--- src/adcs_pkg.sv ---
package adcs_pkg;

   // converter timing, in converter clock ticks
   localparam int unsigned NORMAL_TICKS = 13;
   localparam int unsigned FIRST_TICKS = 25;

   // result code layout
   localparam int unsigned CODE_W = 10;
   localparam logic [9:0] CODE_FULL_SCALE = 10'h3ff;
   localparam logic [9:0] CODE_GROUND = 10'h000;
   localparam int unsigned CODE_STEPS_SHIFT = 10;

   // fixed bandgap-derived reference, in millivolts
   localparam logic [15:0] BANDGAP_MV = 16'h044c;

   // reference source field encodings
   localparam logic [1:0] REF_EXTERNAL = 2'h0;
   localparam logic [1:0] REF_SUPPLY = 2'h1;
   localparam logic [1:0] REF_RESERVED = 2'h2;
   localparam logic [1:0] REF_BANDGAP = 2'h3;

   // reset values
   localparam logic [9:0] RESULT_RESET = 10'h000;
   localparam logic [1:0] REF_RESET = 2'h0;

   // sleep modes reported by the sleep controller
   typedef enum logic [2:0] {
      ADCS_SLEEP_IDLE = 3'b000,
      ADCS_SLEEP_NOISE_RED = 3'b001,
      ADCS_SLEEP_POWER_DOWN = 3'b010,
      ADCS_SLEEP_POWER_SAVE = 3'b011,
      ADCS_SLEEP_STANDBY = 3'b110,
      ADCS_SLEEP_EXT_STANDBY = 3'b111
   } adcs_sleep_t;

   // converter sequencing states
   typedef enum logic [0:0] {
      ADCS_ST_IDLE = 1'b0,
      ADCS_ST_CONVERT = 1'b1
   } adcs_state_t;

   // software control bits
   typedef struct packed {
      logic converter_enable;
      logic conversion_start_wr;
      logic conversion_irq_enable;
      logic result_left_align;
      logic [1:0] reference_source_field;
      logic done_flag_clear_wr;
   } adcs_ctrl_t;

   // analog levels already digitised by the front end, millivolts
   typedef struct packed {
      logic [15:0] input_mv;
      logic [15:0] analog_supply_reference_mv;
      logic [15:0] external_reference_pin_mv;
   } adcs_analog_t;

   // sleep controller handshake
   typedef struct packed {
      logic cpu_halted;
      adcs_sleep_t sleep_mode;
      logic irq_vector_ack;
   } adcs_sleep_if_t;

endpackage

--- src/adcs_format.sv ---
`timescale 1ns/1ps

// places the held code into the two result bytes
module adcs_format (
   // clock and reset
   input wire logic clk,
   input wire logic rst_n,
   // held code and alignment
   input wire logic [9:0] code,
   input wire logic result_left_align,
   // result bytes
   output logic [7:0] result_low_byte,
   output logic [7:0] result_high_byte
);

   // bytes re-formed every cycle, so the alignment acts at once
   always_ff @(posedge clk or negedge rst_n) begin
      if (!rst_n) begin
         result_low_byte <= 8'h00;
         result_high_byte <= 8'h00;
      end else if (result_left_align) begin
         // left adjusted: high holds 9:2, low 7:6 holds 1:0
         result_high_byte <= code[9:2]; // RL21 RL16
         result_low_byte <= {code[1:0], 6'h00}; // RL21
      end else begin
         // right adjusted: low holds 7:0, high 1:0 holds 9:8
         result_low_byte <= code[7:0]; // RL20 RL15
         result_high_byte <= {6'h00, code[9:8]}; // RL20
      end
   end

endmodule

--- src/adcs_ctrl.sv ---
`timescale 1ns/1ps

// Notes on behaviour
// RL1: reference chosen from supply, bandgap, external pin
// RL2: input above reference gives full-scale code
// RL3: software drops first result after reference switch
// RL4: sleep start only in noise-reduction or idle
// RL5: caller enables, idles, single mode, irq before sleep
// RL6: conversion starts once cpu clock halted
// RL7: done interrupt wakes cpu when nothing earlier
// RL8: earlier wake still leaves done request raised
// RL9: cpu stays active until next sleep
// RL10: other sleep modes never disable the converter
// RL11: caller keeps converter pins quiet while converting
// RL12: code is input times 1024 over reference
// RL13: zero is ground, full scale is ref minus step
// RL14: result readable once done flag sets
// RL15: alignment cleared gives right-adjusted bytes
// RL16: alignment set gives left-adjusted, acts immediately
// RL17: low-byte read freezes result until high read
// RL18: done flag cleared by vector or written one
// RL19: normal conversion 13 ticks, first 25
// RL20: right form: low 7:0, high 1:0 hold 9:8
// RL21: left form: high holds 9:2, low 7:6 holds 1:0
module adcs_ctrl (
   // clock and reset
   input wire logic clk,
   input wire logic rst_n,
   // converter clock tick from the prescaler, same domain
   input wire logic conv_tick,
   // software control bits
   input wire adcs_pkg::adcs_ctrl_t ctrl,
   // analog front end levels, from outside the clock domain
   input wire adcs_pkg::adcs_analog_t analog,
   // sleep controller
   input wire adcs_pkg::adcs_sleep_if_t sleep_if,
   // result byte read strobes
   input wire logic result_low_read,
   input wire logic result_high_read,
   // status
   output logic conversion_start_bit,
   output logic conversion_done_flag,
   output logic conversion_irq,
   output logic cpu_wake,
   output logic [1:0] active_reference,
   // result bytes
   output logic [7:0] result_low_byte,
   output logic [7:0] result_high_byte
);

   adcs_pkg::adcs_state_t state_r; // sequencing state
   logic [4:0] tick_cnt_r; // ticks left in the conversion
   logic first_pending_r; // next conversion is the long first one
   logic [1:0] ref_sel_r; // reference locked for this conversion
   logic [9:0] code_r; // held result code
   logic read_lock_r; // low byte read, high not yet
   logic halted_d_r; // previous cpu halted level
   logic sleep_started_r; // running conversion began from sleep
   logic [15:0] vin_s1_r, vin_s2_r; // input synchroniser
   logic [15:0] sup_s1_r, sup_s2_r; // supply reference synchroniser
   logic [15:0] ext_s1_r, ext_s2_r; // external reference synchroniser
   logic [15:0] vin_hold_r; // sampled input for this conversion
   logic sleep_start; // sleep-triggered start request
   logic start_req; // any start request
   logic finish; // last tick of a conversion
   logic [15:0] vref_mv; // selected reference level
   logic [25:0] quotient; // raw ratio
   logic [9:0] new_code; // saturated code
   logic [9:0] code_nxt; // code the next edge will hold

   // true for the sleep modes that may start a conversion
   function automatic logic sleep_mode_ok(input adcs_pkg::adcs_sleep_t m);
      sleep_mode_ok = (m == adcs_pkg::ADCS_SLEEP_IDLE) ||
                      (m == adcs_pkg::ADCS_SLEEP_NOISE_RED);
   endfunction

   // two-flop capture of the analog levels
   always_ff @(posedge clk or negedge rst_n) begin
      if (!rst_n) begin
         vin_s1_r <= 16'h0000;
         vin_s2_r <= 16'h0000;
         sup_s1_r <= 16'h0000;
         sup_s2_r <= 16'h0000;
         ext_s1_r <= 16'h0000;
         ext_s2_r <= 16'h0000;
      end else begin
         vin_s1_r <= analog.input_mv;
         vin_s2_r <= vin_s1_r;
         sup_s1_r <= analog.analog_supply_reference_mv;
         sup_s2_r <= sup_s1_r;
         ext_s1_r <= analog.external_reference_pin_mv;
         ext_s2_r <= ext_s1_r;
      end
   end

   // start on a fresh halt edge in an allowed mode; a later wake
   // leaves the cpu active because only a new halt edge re-arms this
   assign sleep_start = sleep_if.cpu_halted && !halted_d_r &&
                        sleep_mode_ok(sleep_if.sleep_mode) &&
                        ctrl.converter_enable; // RL4 RL6 RL9 RL5
   assign start_req = ctrl.converter_enable &&
                      (ctrl.conversion_start_wr || sleep_start);
   assign finish = (state_r == adcs_pkg::ADCS_ST_CONVERT) && conv_tick &&
                   (tick_cnt_r == 5'h01);

   // halt edge detection
   always_ff @(posedge clk or negedge rst_n) begin
      if (!rst_n) begin
         halted_d_r <= 1'b0;
      end else begin
         halted_d_r <= sleep_if.cpu_halted;
      end
   end

   // conversion sequencing; disable aborts, nothing else does
   always_ff @(posedge clk or negedge rst_n) begin
      if (!rst_n) begin
         state_r <= adcs_pkg::ADCS_ST_IDLE;
         tick_cnt_r <= 5'h00;
         vin_hold_r <= 16'h0000;
      end else if (!ctrl.converter_enable) begin
         // other sleep modes never reach here by themselves
         state_r <= adcs_pkg::ADCS_ST_IDLE; // RL10
         tick_cnt_r <= 5'h00;
      end else begin
         unique case (state_r)
            adcs_pkg::ADCS_ST_IDLE: begin
               // load 25 for the first conversion, else 13
               if (start_req) begin
                  state_r <= adcs_pkg::ADCS_ST_CONVERT;
                  tick_cnt_r <= first_pending_r ? 5'(adcs_pkg::FIRST_TICKS)
                                                : 5'(adcs_pkg::NORMAL_TICKS); // RL19
                  vin_hold_r <= vin_s2_r;
               end
            end
            adcs_pkg::ADCS_ST_CONVERT: begin
               // count converter ticks down to the end
               if (finish) begin
                  state_r <= adcs_pkg::ADCS_ST_IDLE;
                  tick_cnt_r <= 5'h00;
               end else if (conv_tick) begin
                  tick_cnt_r <= tick_cnt_r - 5'h01;
               end
            end
         endcase
      end
   end

   // first-conversion marker, re-armed whenever disabled
   always_ff @(posedge clk or negedge rst_n) begin
      if (!rst_n) begin
         first_pending_r <= 1'b1;
      end else if (!ctrl.converter_enable) begin
         first_pending_r <= 1'b1;
      end else if (start_req && state_r == adcs_pkg::ADCS_ST_IDLE) begin
         first_pending_r <= 1'b0;
      end
   end

   // reference follows software while idle, locked while converting
   always_ff @(posedge clk or negedge rst_n) begin
      if (!rst_n) begin
         ref_sel_r <= adcs_pkg::REF_RESET;
      end else if (state_r == adcs_pkg::ADCS_ST_IDLE && !start_req) begin
         ref_sel_r <= ctrl.reference_source_field; // RL1
      end
   end

   // reference level for the locked selection
   always_comb begin
      unique case (ref_sel_r)
         adcs_pkg::REF_SUPPLY: vref_mv = sup_s2_r; // RL1
         adcs_pkg::REF_BANDGAP: vref_mv = adcs_pkg::BANDGAP_MV; // RL1
         adcs_pkg::REF_EXTERNAL: vref_mv = ext_s2_r; // RL1
         adcs_pkg::REF_RESERVED: vref_mv = sup_s2_r;
      endcase
   end

   // code = vin * 1024 / vref, truncated; ground is zero
   always_comb begin
      quotient = 26'h0000000;
      new_code = adcs_pkg::CODE_FULL_SCALE;
      if (vref_mv != 16'h0000) begin
         quotient = ({10'h000, vin_hold_r} << adcs_pkg::CODE_STEPS_SHIFT) /
                    {10'h000, vref_mv}; // RL12 RL13
         // above the reference the code pins at full scale
         if (quotient > {16'h0000, adcs_pkg::CODE_FULL_SCALE}) begin
            new_code = adcs_pkg::CODE_FULL_SCALE; // RL2 RL13
         end else begin
            new_code = quotient[9:0]; // RL12
         end
      end
   end

   // result bytes held off between a low read and a high read
   always_ff @(posedge clk or negedge rst_n) begin
      if (!rst_n) begin
         read_lock_r <= 1'b0;
      end else if (result_high_read) begin
         read_lock_r <= 1'b0; // RL17
      end else if (result_low_read) begin
         read_lock_r <= 1'b1; // RL17
      end
   end

   // next held code: new result at the finish unless a pair read is pending
   assign code_nxt = (finish && !read_lock_r) ? new_code : code_r; // RL14 RL17

   // result stored at the finish unless frozen by a pending pair read
   always_ff @(posedge clk or negedge rst_n) begin
      if (!rst_n) begin
         code_r <= adcs_pkg::RESULT_RESET;
      end else begin
         code_r <= code_nxt; // RL14 RL17
      end
   end

   // done flag: set wins over vector ack or write-one clear
   always_ff @(posedge clk or negedge rst_n) begin
      if (!rst_n) begin
         conversion_done_flag <= 1'b0;
      end else if (finish) begin
         conversion_done_flag <= 1'b1; // RL14 RL8
      end else if (sleep_if.irq_vector_ack || ctrl.done_flag_clear_wr) begin
         conversion_done_flag <= 1'b0; // RL18
      end
   end

   // remembers that the running conversion began from sleep
   always_ff @(posedge clk or negedge rst_n) begin
      if (!rst_n) begin
         sleep_started_r <= 1'b0;
      end else if (state_r == adcs_pkg::ADCS_ST_IDLE) begin
         sleep_started_r <= sleep_start;
      end else if (finish) begin
         sleep_started_r <= 1'b0;
      end
   end

   // wake pulse when a sleep-started conversion ends with cpu still halted and the conversion interrupt enabled
   always_ff @(posedge clk or negedge rst_n) begin
      if (!rst_n) begin
         cpu_wake <= 1'b0;
      end else begin
         cpu_wake <= finish && sleep_started_r && sleep_if.cpu_halted &&
                     ctrl.conversion_irq_enable; // RL7
      end
   end

   // interrupt request level, raised even if cpu already woke
   assign conversion_irq = conversion_done_flag && ctrl.conversion_irq_enable; // RL7 RL8
   assign conversion_start_bit = (state_r == adcs_pkg::ADCS_ST_CONVERT);
   assign active_reference = ref_sel_r;

   // byte placement; fed the next code so bytes change with the done flag
   adcs_format u_format (
      .clk(clk),
      .rst_n(rst_n),
      .code(code_nxt), // RL14
      .result_left_align(ctrl.result_left_align),
      .result_low_byte(result_low_byte),
      .result_high_byte(result_high_byte)
   );

endmodule

--- config.mk ---
export PLATFORM = sky130hd
export DESIGN_NAME = adcs_ctrl
export DESIGN_NICKNAME = d
export VERILOG_FILES = /design/src/adcs_pkg.sv /design/src/adcs_format.sv /design/src/adcs_ctrl.sv
export SDC_FILE = /design/constraint.sdc
export NUM_CORES = 1
export LEC_CHECK = 0
export BUFFER_PORTS_ARGS = -buffer_cell sky130_fd_sc_hd__buf_2
export CORE_UTILIZATION = 55
export DETAILED_ROUTE_END_ITERATION = 10
export PLACE_DENSITY = 0.72
export SLEW_MARGIN = 20
export SYNTH_ARGS = -nofsm -noshare
export SYNTH_HDL_FRONTEND = slang
export SYNTH_SLANG_ARGS = --single-unit
--- constraint.sdc ---
create_clock -name clk -period 79.2 [get_ports clk]
set_input_delay 7.92 -clock clk [delete_from_list [all_inputs] [get_ports clk]]
set_output_delay 7.92 -clock clk [all_outputs]
set_load 0.02 [all_outputs]
=== Word level (Yosys, flattened, before mapping) ===
Cells that the tools add are included.

* Register bits after elaboration: 152
* Input bits: 65
* Output and inout port bits: 22
* Logic and storage cells: 83

* Add/sub/neg operators: 1
* Div/mod/pow operators: 1
* Magnitude comparators: 1
* Eq/ne operators: 9
* Mux-type cells: 24
* Bitwise logic cells: 1
* Reductions and logical operators: 27

{| class="wikitable"
|+ Operator list
! cell !! count
|-
| $pmux W16 S3 || 1
|-
| $mux W10 || 3
|-
| $div A26 B16 Y26 || 1
|-
| $gt A26 B10 Y1 const B || 1
|-
| $mux W5 || 5
|-
| $mux W8 || 2
|-
| $reduce_bool A16 Y1 || 1
|-
| $logic_and A1 B1 Y1 || 13
|-
| $mux W1 || 11
|-
| $pmux W5 S2 || 1
|-
| $eq A5 B1 Y1 const B || 1
|-
| $sub A5 B1 Y5 const B || 1
|-
| $eq A2 B2 Y1 const B || 2
|-
| $ne A2 B1 Y1 const B || 2
|-
| $ne A4 B3 Y1 const B || 1
|-
| $reduce_bool A2 Y1 || 2
|-
| $eq A3 B1 Y1 const B || 1
|-
| $logic_not A1 Y1 || 3
|-
| $logic_not A3 Y1 || 1
|-
| $logic_or A1 B1 Y1 || 3
|-
| $ne A3 B3 Y1 const B || 1
|-
| $reduce_and A3 Y1 || 1
|-
| $eq A2 B1 Y1 const B || 1
|-
| $logic_not A2 Y1 || 1
|-
| other kinds (4) || 4
|}

=== Longest topological paths before layout ===
* Word-level depth: 9
* Mapped depth: 307
* Gate-level depth less buffers: 281

=== By module ===
From an unflattened synthesis, not the netlist that was laid out.

* Cell total of the unflattened synthesis: 2,890
* Area, all modules: 22,914.5 µm²

{| class="wikitable"
|+ By module, submodules not included
! module !! times used !! cells an instance !! area each (µm²) !! sequential area each (µm²)
|-
| adcs_ctrl || 1 || 2,856 || 22,356.4 || 3,404.5
|-
| adcs_format || 1 || 34 || 558.0 || 400.4
|}

=== Worst setup path before layout ===
Ideal clock, no wire load.

* Path kind: reg-to-reg
* From: register ref_sel_r[0], in the netlist active_reference[0]
* To: register u_format.result_low_byte[6]
* Library setup time: 0.135 ns
* Arrival time: 59.333 ns
* Data required time: 79.065 ns
* Path slack: 19.732 ns
* Cell stages (with the launch flop): 286
* Path buffers: 35
* Clock period less this slack: 59.468 ns
* Path through: dfrtp_1 inv_1 ha_1 buf_2 buf_2 a22oi_1 nor2_2 inv_1 clkbuf_1 clkbuf_1 clkbuf_1 ha_1 a31oi_1 a31oi_1 ha_1 o21a_1 a2111oi_0 nand2_1 [250 not listed] a21o_1 nor4_4 and3_1 buf_2 buf_2 nand2_1 o21ai_1 ha_1 a21o_1 a21o_1 a21oi_1 o21ai_0 o21ai_0 o211ai_1 nor2_1 o2111ai_1 a2111oi_2 o21ai_1

* Longest elaborated chain between the ends: 9
* Elaborated cells on any way between the ends: 13
* Classes of those cells: div: 1; order compare: 1; eq/ne: 3; mux: 5; reduce/logical: 3

{| class="wikitable"
|+ RTL lines
! element !! line !! text
|-
| start: declaration || adcs_ctrl.sv:54 || <nowiki>logic [1:0] ref_sel_r;</nowiki>
|-
| start signal: assignment || adcs_ctrl.sv:163 || <nowiki>ref_sel_r <= adcs_pkg::REF_RESET;</nowiki>
|-
| start signal: assignment || adcs_ctrl.sv:165 || <nowiki>ref_sel_r <= ctrl.reference_source_field;</nowiki>
|-
| $eq A2 B2 Y1 / $eq A2 B1 Y1 (equally long branches) || adcs_ctrl.sv:171 || <nowiki>unique case (ref_sel_r)</nowiki>
|-
| $reduce_or A2 Y1 (no source line) || -- ||
|-
| $pmux W16 S3 (*) || adcs_ctrl.sv:171 ||
|-
| $div A26 B16 Y26 || adcs_ctrl.sv:184 || <nowiki>quotient = ({10'h000, vin_hold_r} << adcs_pkg::CODE_STEPS_SHIFT) /</nowiki>
|-
| $gt A26 B10 Y1 || adcs_ctrl.sv:187 || <nowiki>if (quotient > {16'h0000, adcs_pkg::CODE_FULL_SCALE}) begin</nowiki>
|-
| $mux W10 || adcs_ctrl.sv:187 ||
|-
| $mux W10 (*) || adcs_ctrl.sv:183 || <nowiki>if (vref_mv != 16'h0000) begin</nowiki>
|-
| $mux W10 (*) || adcs_ctrl.sv:207 || <nowiki>assign code_nxt = (finish && !read_lock_r) ? new_code : code_r;</nowiki>
|-
| $mux W8 (*) || adcs_format.sv:21 || <nowiki>end else if (result_left_align) begin</nowiki>
|-
| end signal: assignment || adcs_format.sv:24 || <nowiki>result_low_byte <= {code[1:0], 6'h00};</nowiki>
|-
| end signal: assignment || adcs_format.sv:27 || <nowiki>result_low_byte <= code[7:0];</nowiki>
|-
| end: declaration || adcs_format.sv:12 || <nowiki>output logic [7:0] result_low_byte,</nowiki>
|}

Every way passes the cells marked *; elsewhere a longest branch is shown, timed or not.
A chain may end at the register's enable or synchronous reset.

=== Worst setup path after layout ===
* From: register ref_sel_r[0], in the netlist active_reference[0]
* To: register u_format.result_low_byte[0]

Same word-level chain as after synthesis.

==> out/metrics.csv <==
metric,value,unit
firstDrtPassIters,5,
wire_per_inst,19.94,um
cts_resized,0,
worstPathRequired,79.49,ns
fin_crit,69.38,ns
netlist_area,21870,um^2
tightest_slew,0.9793,ns
yosysSeqAreaShare,17.40,%
synth_edf_count,0,
layout-drive-gt1-share,10.88,%
crit_fanout,40,
worstSetupPathType,reg2reg,
post_cts_buffers,0,
crit_top_cell,a21oi_1,
clock-root-buffer,clkbuf_16,
ys_ff_latch,152,
syn-instance-count,2777,
rsz0062_at_grt,no,
grt_max_degree,101,
antenna_found_initial,0,
layout_worst_path_cycle_share,87.60,%
drtIter0Drc,1765,
crit_arrival,69.67,ns
vias_per_cell,6.497,
netlist.area_leader.share,17.28,%
setup_tns,0,ns
finalNetCount,3185,
reg2reg_to,u_format.result_low_byte[0]$_DFF_PN0_,
syn_area_per_cell,7.875,um^2
wirelength,66.98,mm
htree_levels,4,
cts_buffer_depth,2,
port_buffers,85,
die-width,201.4,um
holdBufCountCts,0,
r2r_cells,269,
core_area,38920,um^2
critPathCapture,u_format.result_low_byte[0]$_DFF_PN0_,
timing.slew.headroom,34.47,%
timing.fmax,14.41,MHz
finalSetupViolCount,0,
die_h,201.4,um
cts.sinks,152,
grt_use_met3,3.531,%
yosys_warnings,0,
critPathCaptureType,register,
placementRows,72,
synth.area.top_cells,"dfrtp_1 (17%), ha_1 (17%), a21oi_1 (5.4%)",
dieArea,40560,um^2
ioPinCount,87,
gr-usage-met1,46.58,%
r2r_start,active_reference[0]$_DFFE_PN0P_,
synth_fp_nets,3134,
cts_tree,built,
cts.clk_slew.worst_paths,0.08,ns
place_congestion,0.9304,
grt_pass1_wl,107.4,mm
synth_top_flop_cell,dfrtp_1,
area_delta_synth_final,7.392,%
final_cell_area,23490,um^2
grt.busiest_layer,met2,
fin_skew,0.01733,ns
start_util,56.20,%
holdCritPathClass,reg2reg,
grt_usage,32.72,%
startpoint,active_reference[0]$_DFFE_PN0P_,
cap_violations,0,
met2_usage,52.16,%
outcome,"finished, final reports clean",
drc,0,
rrSetupSlack,9.82,ns
cts_buffers,17,
report.final.slew_viol_count,0,
yosysUniqueCellTypes,110,
finalHoldViolations,0,
cp_slowest_stage_delay,0.82,ns
ant_nets,0,
synth_area_leader_cell,dfrtp_1,
placed_area,22860,um^2
first_global_vias,20590,
dp_hpwl,50.38,mm
synthArstFlopShare,100.0,%
vias,21830,
worst_setup_path_start_kind,register,
grt-ovfl-total,0,
clk_latency,0.45,ns
slowest_stage,and3_1,
==> logic make-up after synthesis <==
logic type	count (synthesis)	share of synthesized area [%]
buffers and inverters	187	3.335
AO/OA/AOI/OAI	970	29.60
adder cells (fa/ha/maj)	292	16.74
flip-flops	152	17.40
XOR/XNOR	186	7.483
AND/OR/NAND/NOR	889	20.33
multiplexers	101	5.115
==> metrics by stage <==
stage	utilization (%)	hold slack (ns)	std cells	worst slack, ns
6_report	60.35	0.3371	3360	9.818
2_1_floorplan	-	0.3312	2777	19.73
3_5_place_dp	58.73	0.3347	3327	10.97
5_1_grt	60.34	0.3543	3359	4.573
4_1_cts	60.29	0.3442	3359	10.62
3_3_place_gp	58.73	0.3326	3327	11.91
==> cells in the final DEF, fill, tap and decap left out, types with 11 or more instances in the layout <==
master	instances
o21ai_0	184
a22oi_1	18
nand2b_1	40
nand3_1	58
clkbuf_16	17
o21a_1	67
mux2_2	81
a21boi_0	17
o211ai_1	46
xnor2_1	115
and2_1	32
buf_2	84
o31ai_1	36
mux2i_1	18
nand2_1	219
ha_1	291
o21ai_1	25
xor2_1	70
o21bai_1	33
and3_1	25
nor3_1	69
nand4_1	44
a211oi_1	24
inv_1	106
nor4_1	24
a21oi_1	238
and4_1	11
a31oi_1	33
a21o_1	87
or3_1	31
dfrtp_1	151
nor2_1	232
buf_4	25
or2_2	24
nor2b_1	24
==> layout make-up <==
class | instances | area [um^2]
timing repair buffer | 110 | 619.3
inverter | 109 | 409.1
antenna | 1 | 2.502
tap | 518 | 648.1
clock buffer | 17 | 425.4
sequential | 152 | 3805
clock inverter | 15 | 181.4
multi-input combinational | 2438 | 17400
fill | 3522 | 15430
==> worst min path at each step <==
| stage | from | to | slack, ns | cells after the start |
|---|---|---|---|---|
| after floorplan | ext_s1_r[0]$_DFF_PN0_ | ext_s2_r[0]$_DFF_PN0_ | 0.33 | 0 |
| after global placement | vin_s1_r[7]$_DFF_PN0_ | vin_s2_r[7]$_DFF_PN0_ | 0.33 | 0 |
| after detailed placement | ext_s1_r[7]$_DFF_PN0_ | ext_s2_r[7]$_DFF_PN0_ | 0.33 | 0 |
| after CTS | vin_s1_r[0]$_DFF_PN0_ | vin_s2_r[0]$_DFF_PN0_ | 0.34 | 0 |
| after global routing | vin_s1_r[11]$_DFF_PN0_ | vin_s2_r[11]$_DFF_PN0_ | 0.35 | 0 |
| final | vin_s1_r[0]$_DFF_PN0_ | vin_s2_r[0]$_DFF_PN0_ | 0.34 | 0 |
==> Yosys cell counts, drive strengths merged (32+ instances only) <==
master / count
nand2: 220
nand2b: 40
o21a: 67
xnor2: 116
a31oi: 35
clkbuf: 55
a21o: 87
o21bai: 33
or3: 35
dfrtp: 151
mux2: 83
o211ai: 48
nand4: 45
a21oi: 242
ha: 291
o31ai: 37
inv: 109
nor3: 72
nand3: 59
nor2: 236
o21ai: 210
xor2: 70
and2: 32
==> worst max-delay path, delay by kind of cell, from the launching register on <==
kind / cells / cell delay [ns]
adder cells (fa/ha/maj): 27 / 8.84
AND/OR/NAND/NOR: 52 / 13.00
AO/OA/AOI/OAI: 166 / 40.87
flip-flops: 1 / 0.40
multiplexers: 6 / 2.26
buffers and inverters: 18 / 3.72
==> routing by layer <==
| metal | up-vias | wire length [um] |
|---|---|---|
| met3 | 118 | 5271 |
| met5 | - | 0 |
| met4 | 0 | 1848 |
| met2 | 863 | 29240 |
| li1 | 10560 | - |
| met1 | 10290 | 30630 |
==> state kept, by name (all words and copies together), names as in the netlist, named ones only <==
| name | flops |
|---|---|
| ext_s1_r | 16 |
| ext_s2_r | 16 |
| sup_s1_r | 16 |
| sup_s2_r | 16 |
| vin_hold_r | 16 |
| vin_s1_r | 16 |
| vin_s2_r | 16 |
| code_r | 8 |
| u_format.result_high_byte | 8 |
| u_format.result_low_byte | 8 |
| tick_cnt_r | 5 |
| active_reference | 2 |
| conversion_done_flag | 1 |
| conversion_start_bit | 1 |
| cpu_wake | 1 |
| first_pending_r | 1 |
| halted_d_r | 1 |
| read_lock_r | 1 |
| sleep_started_r | 1 |
Power is not shown: default switching activity piles up to over one toggle a cycle in this logic, so the estimate is an artifact.
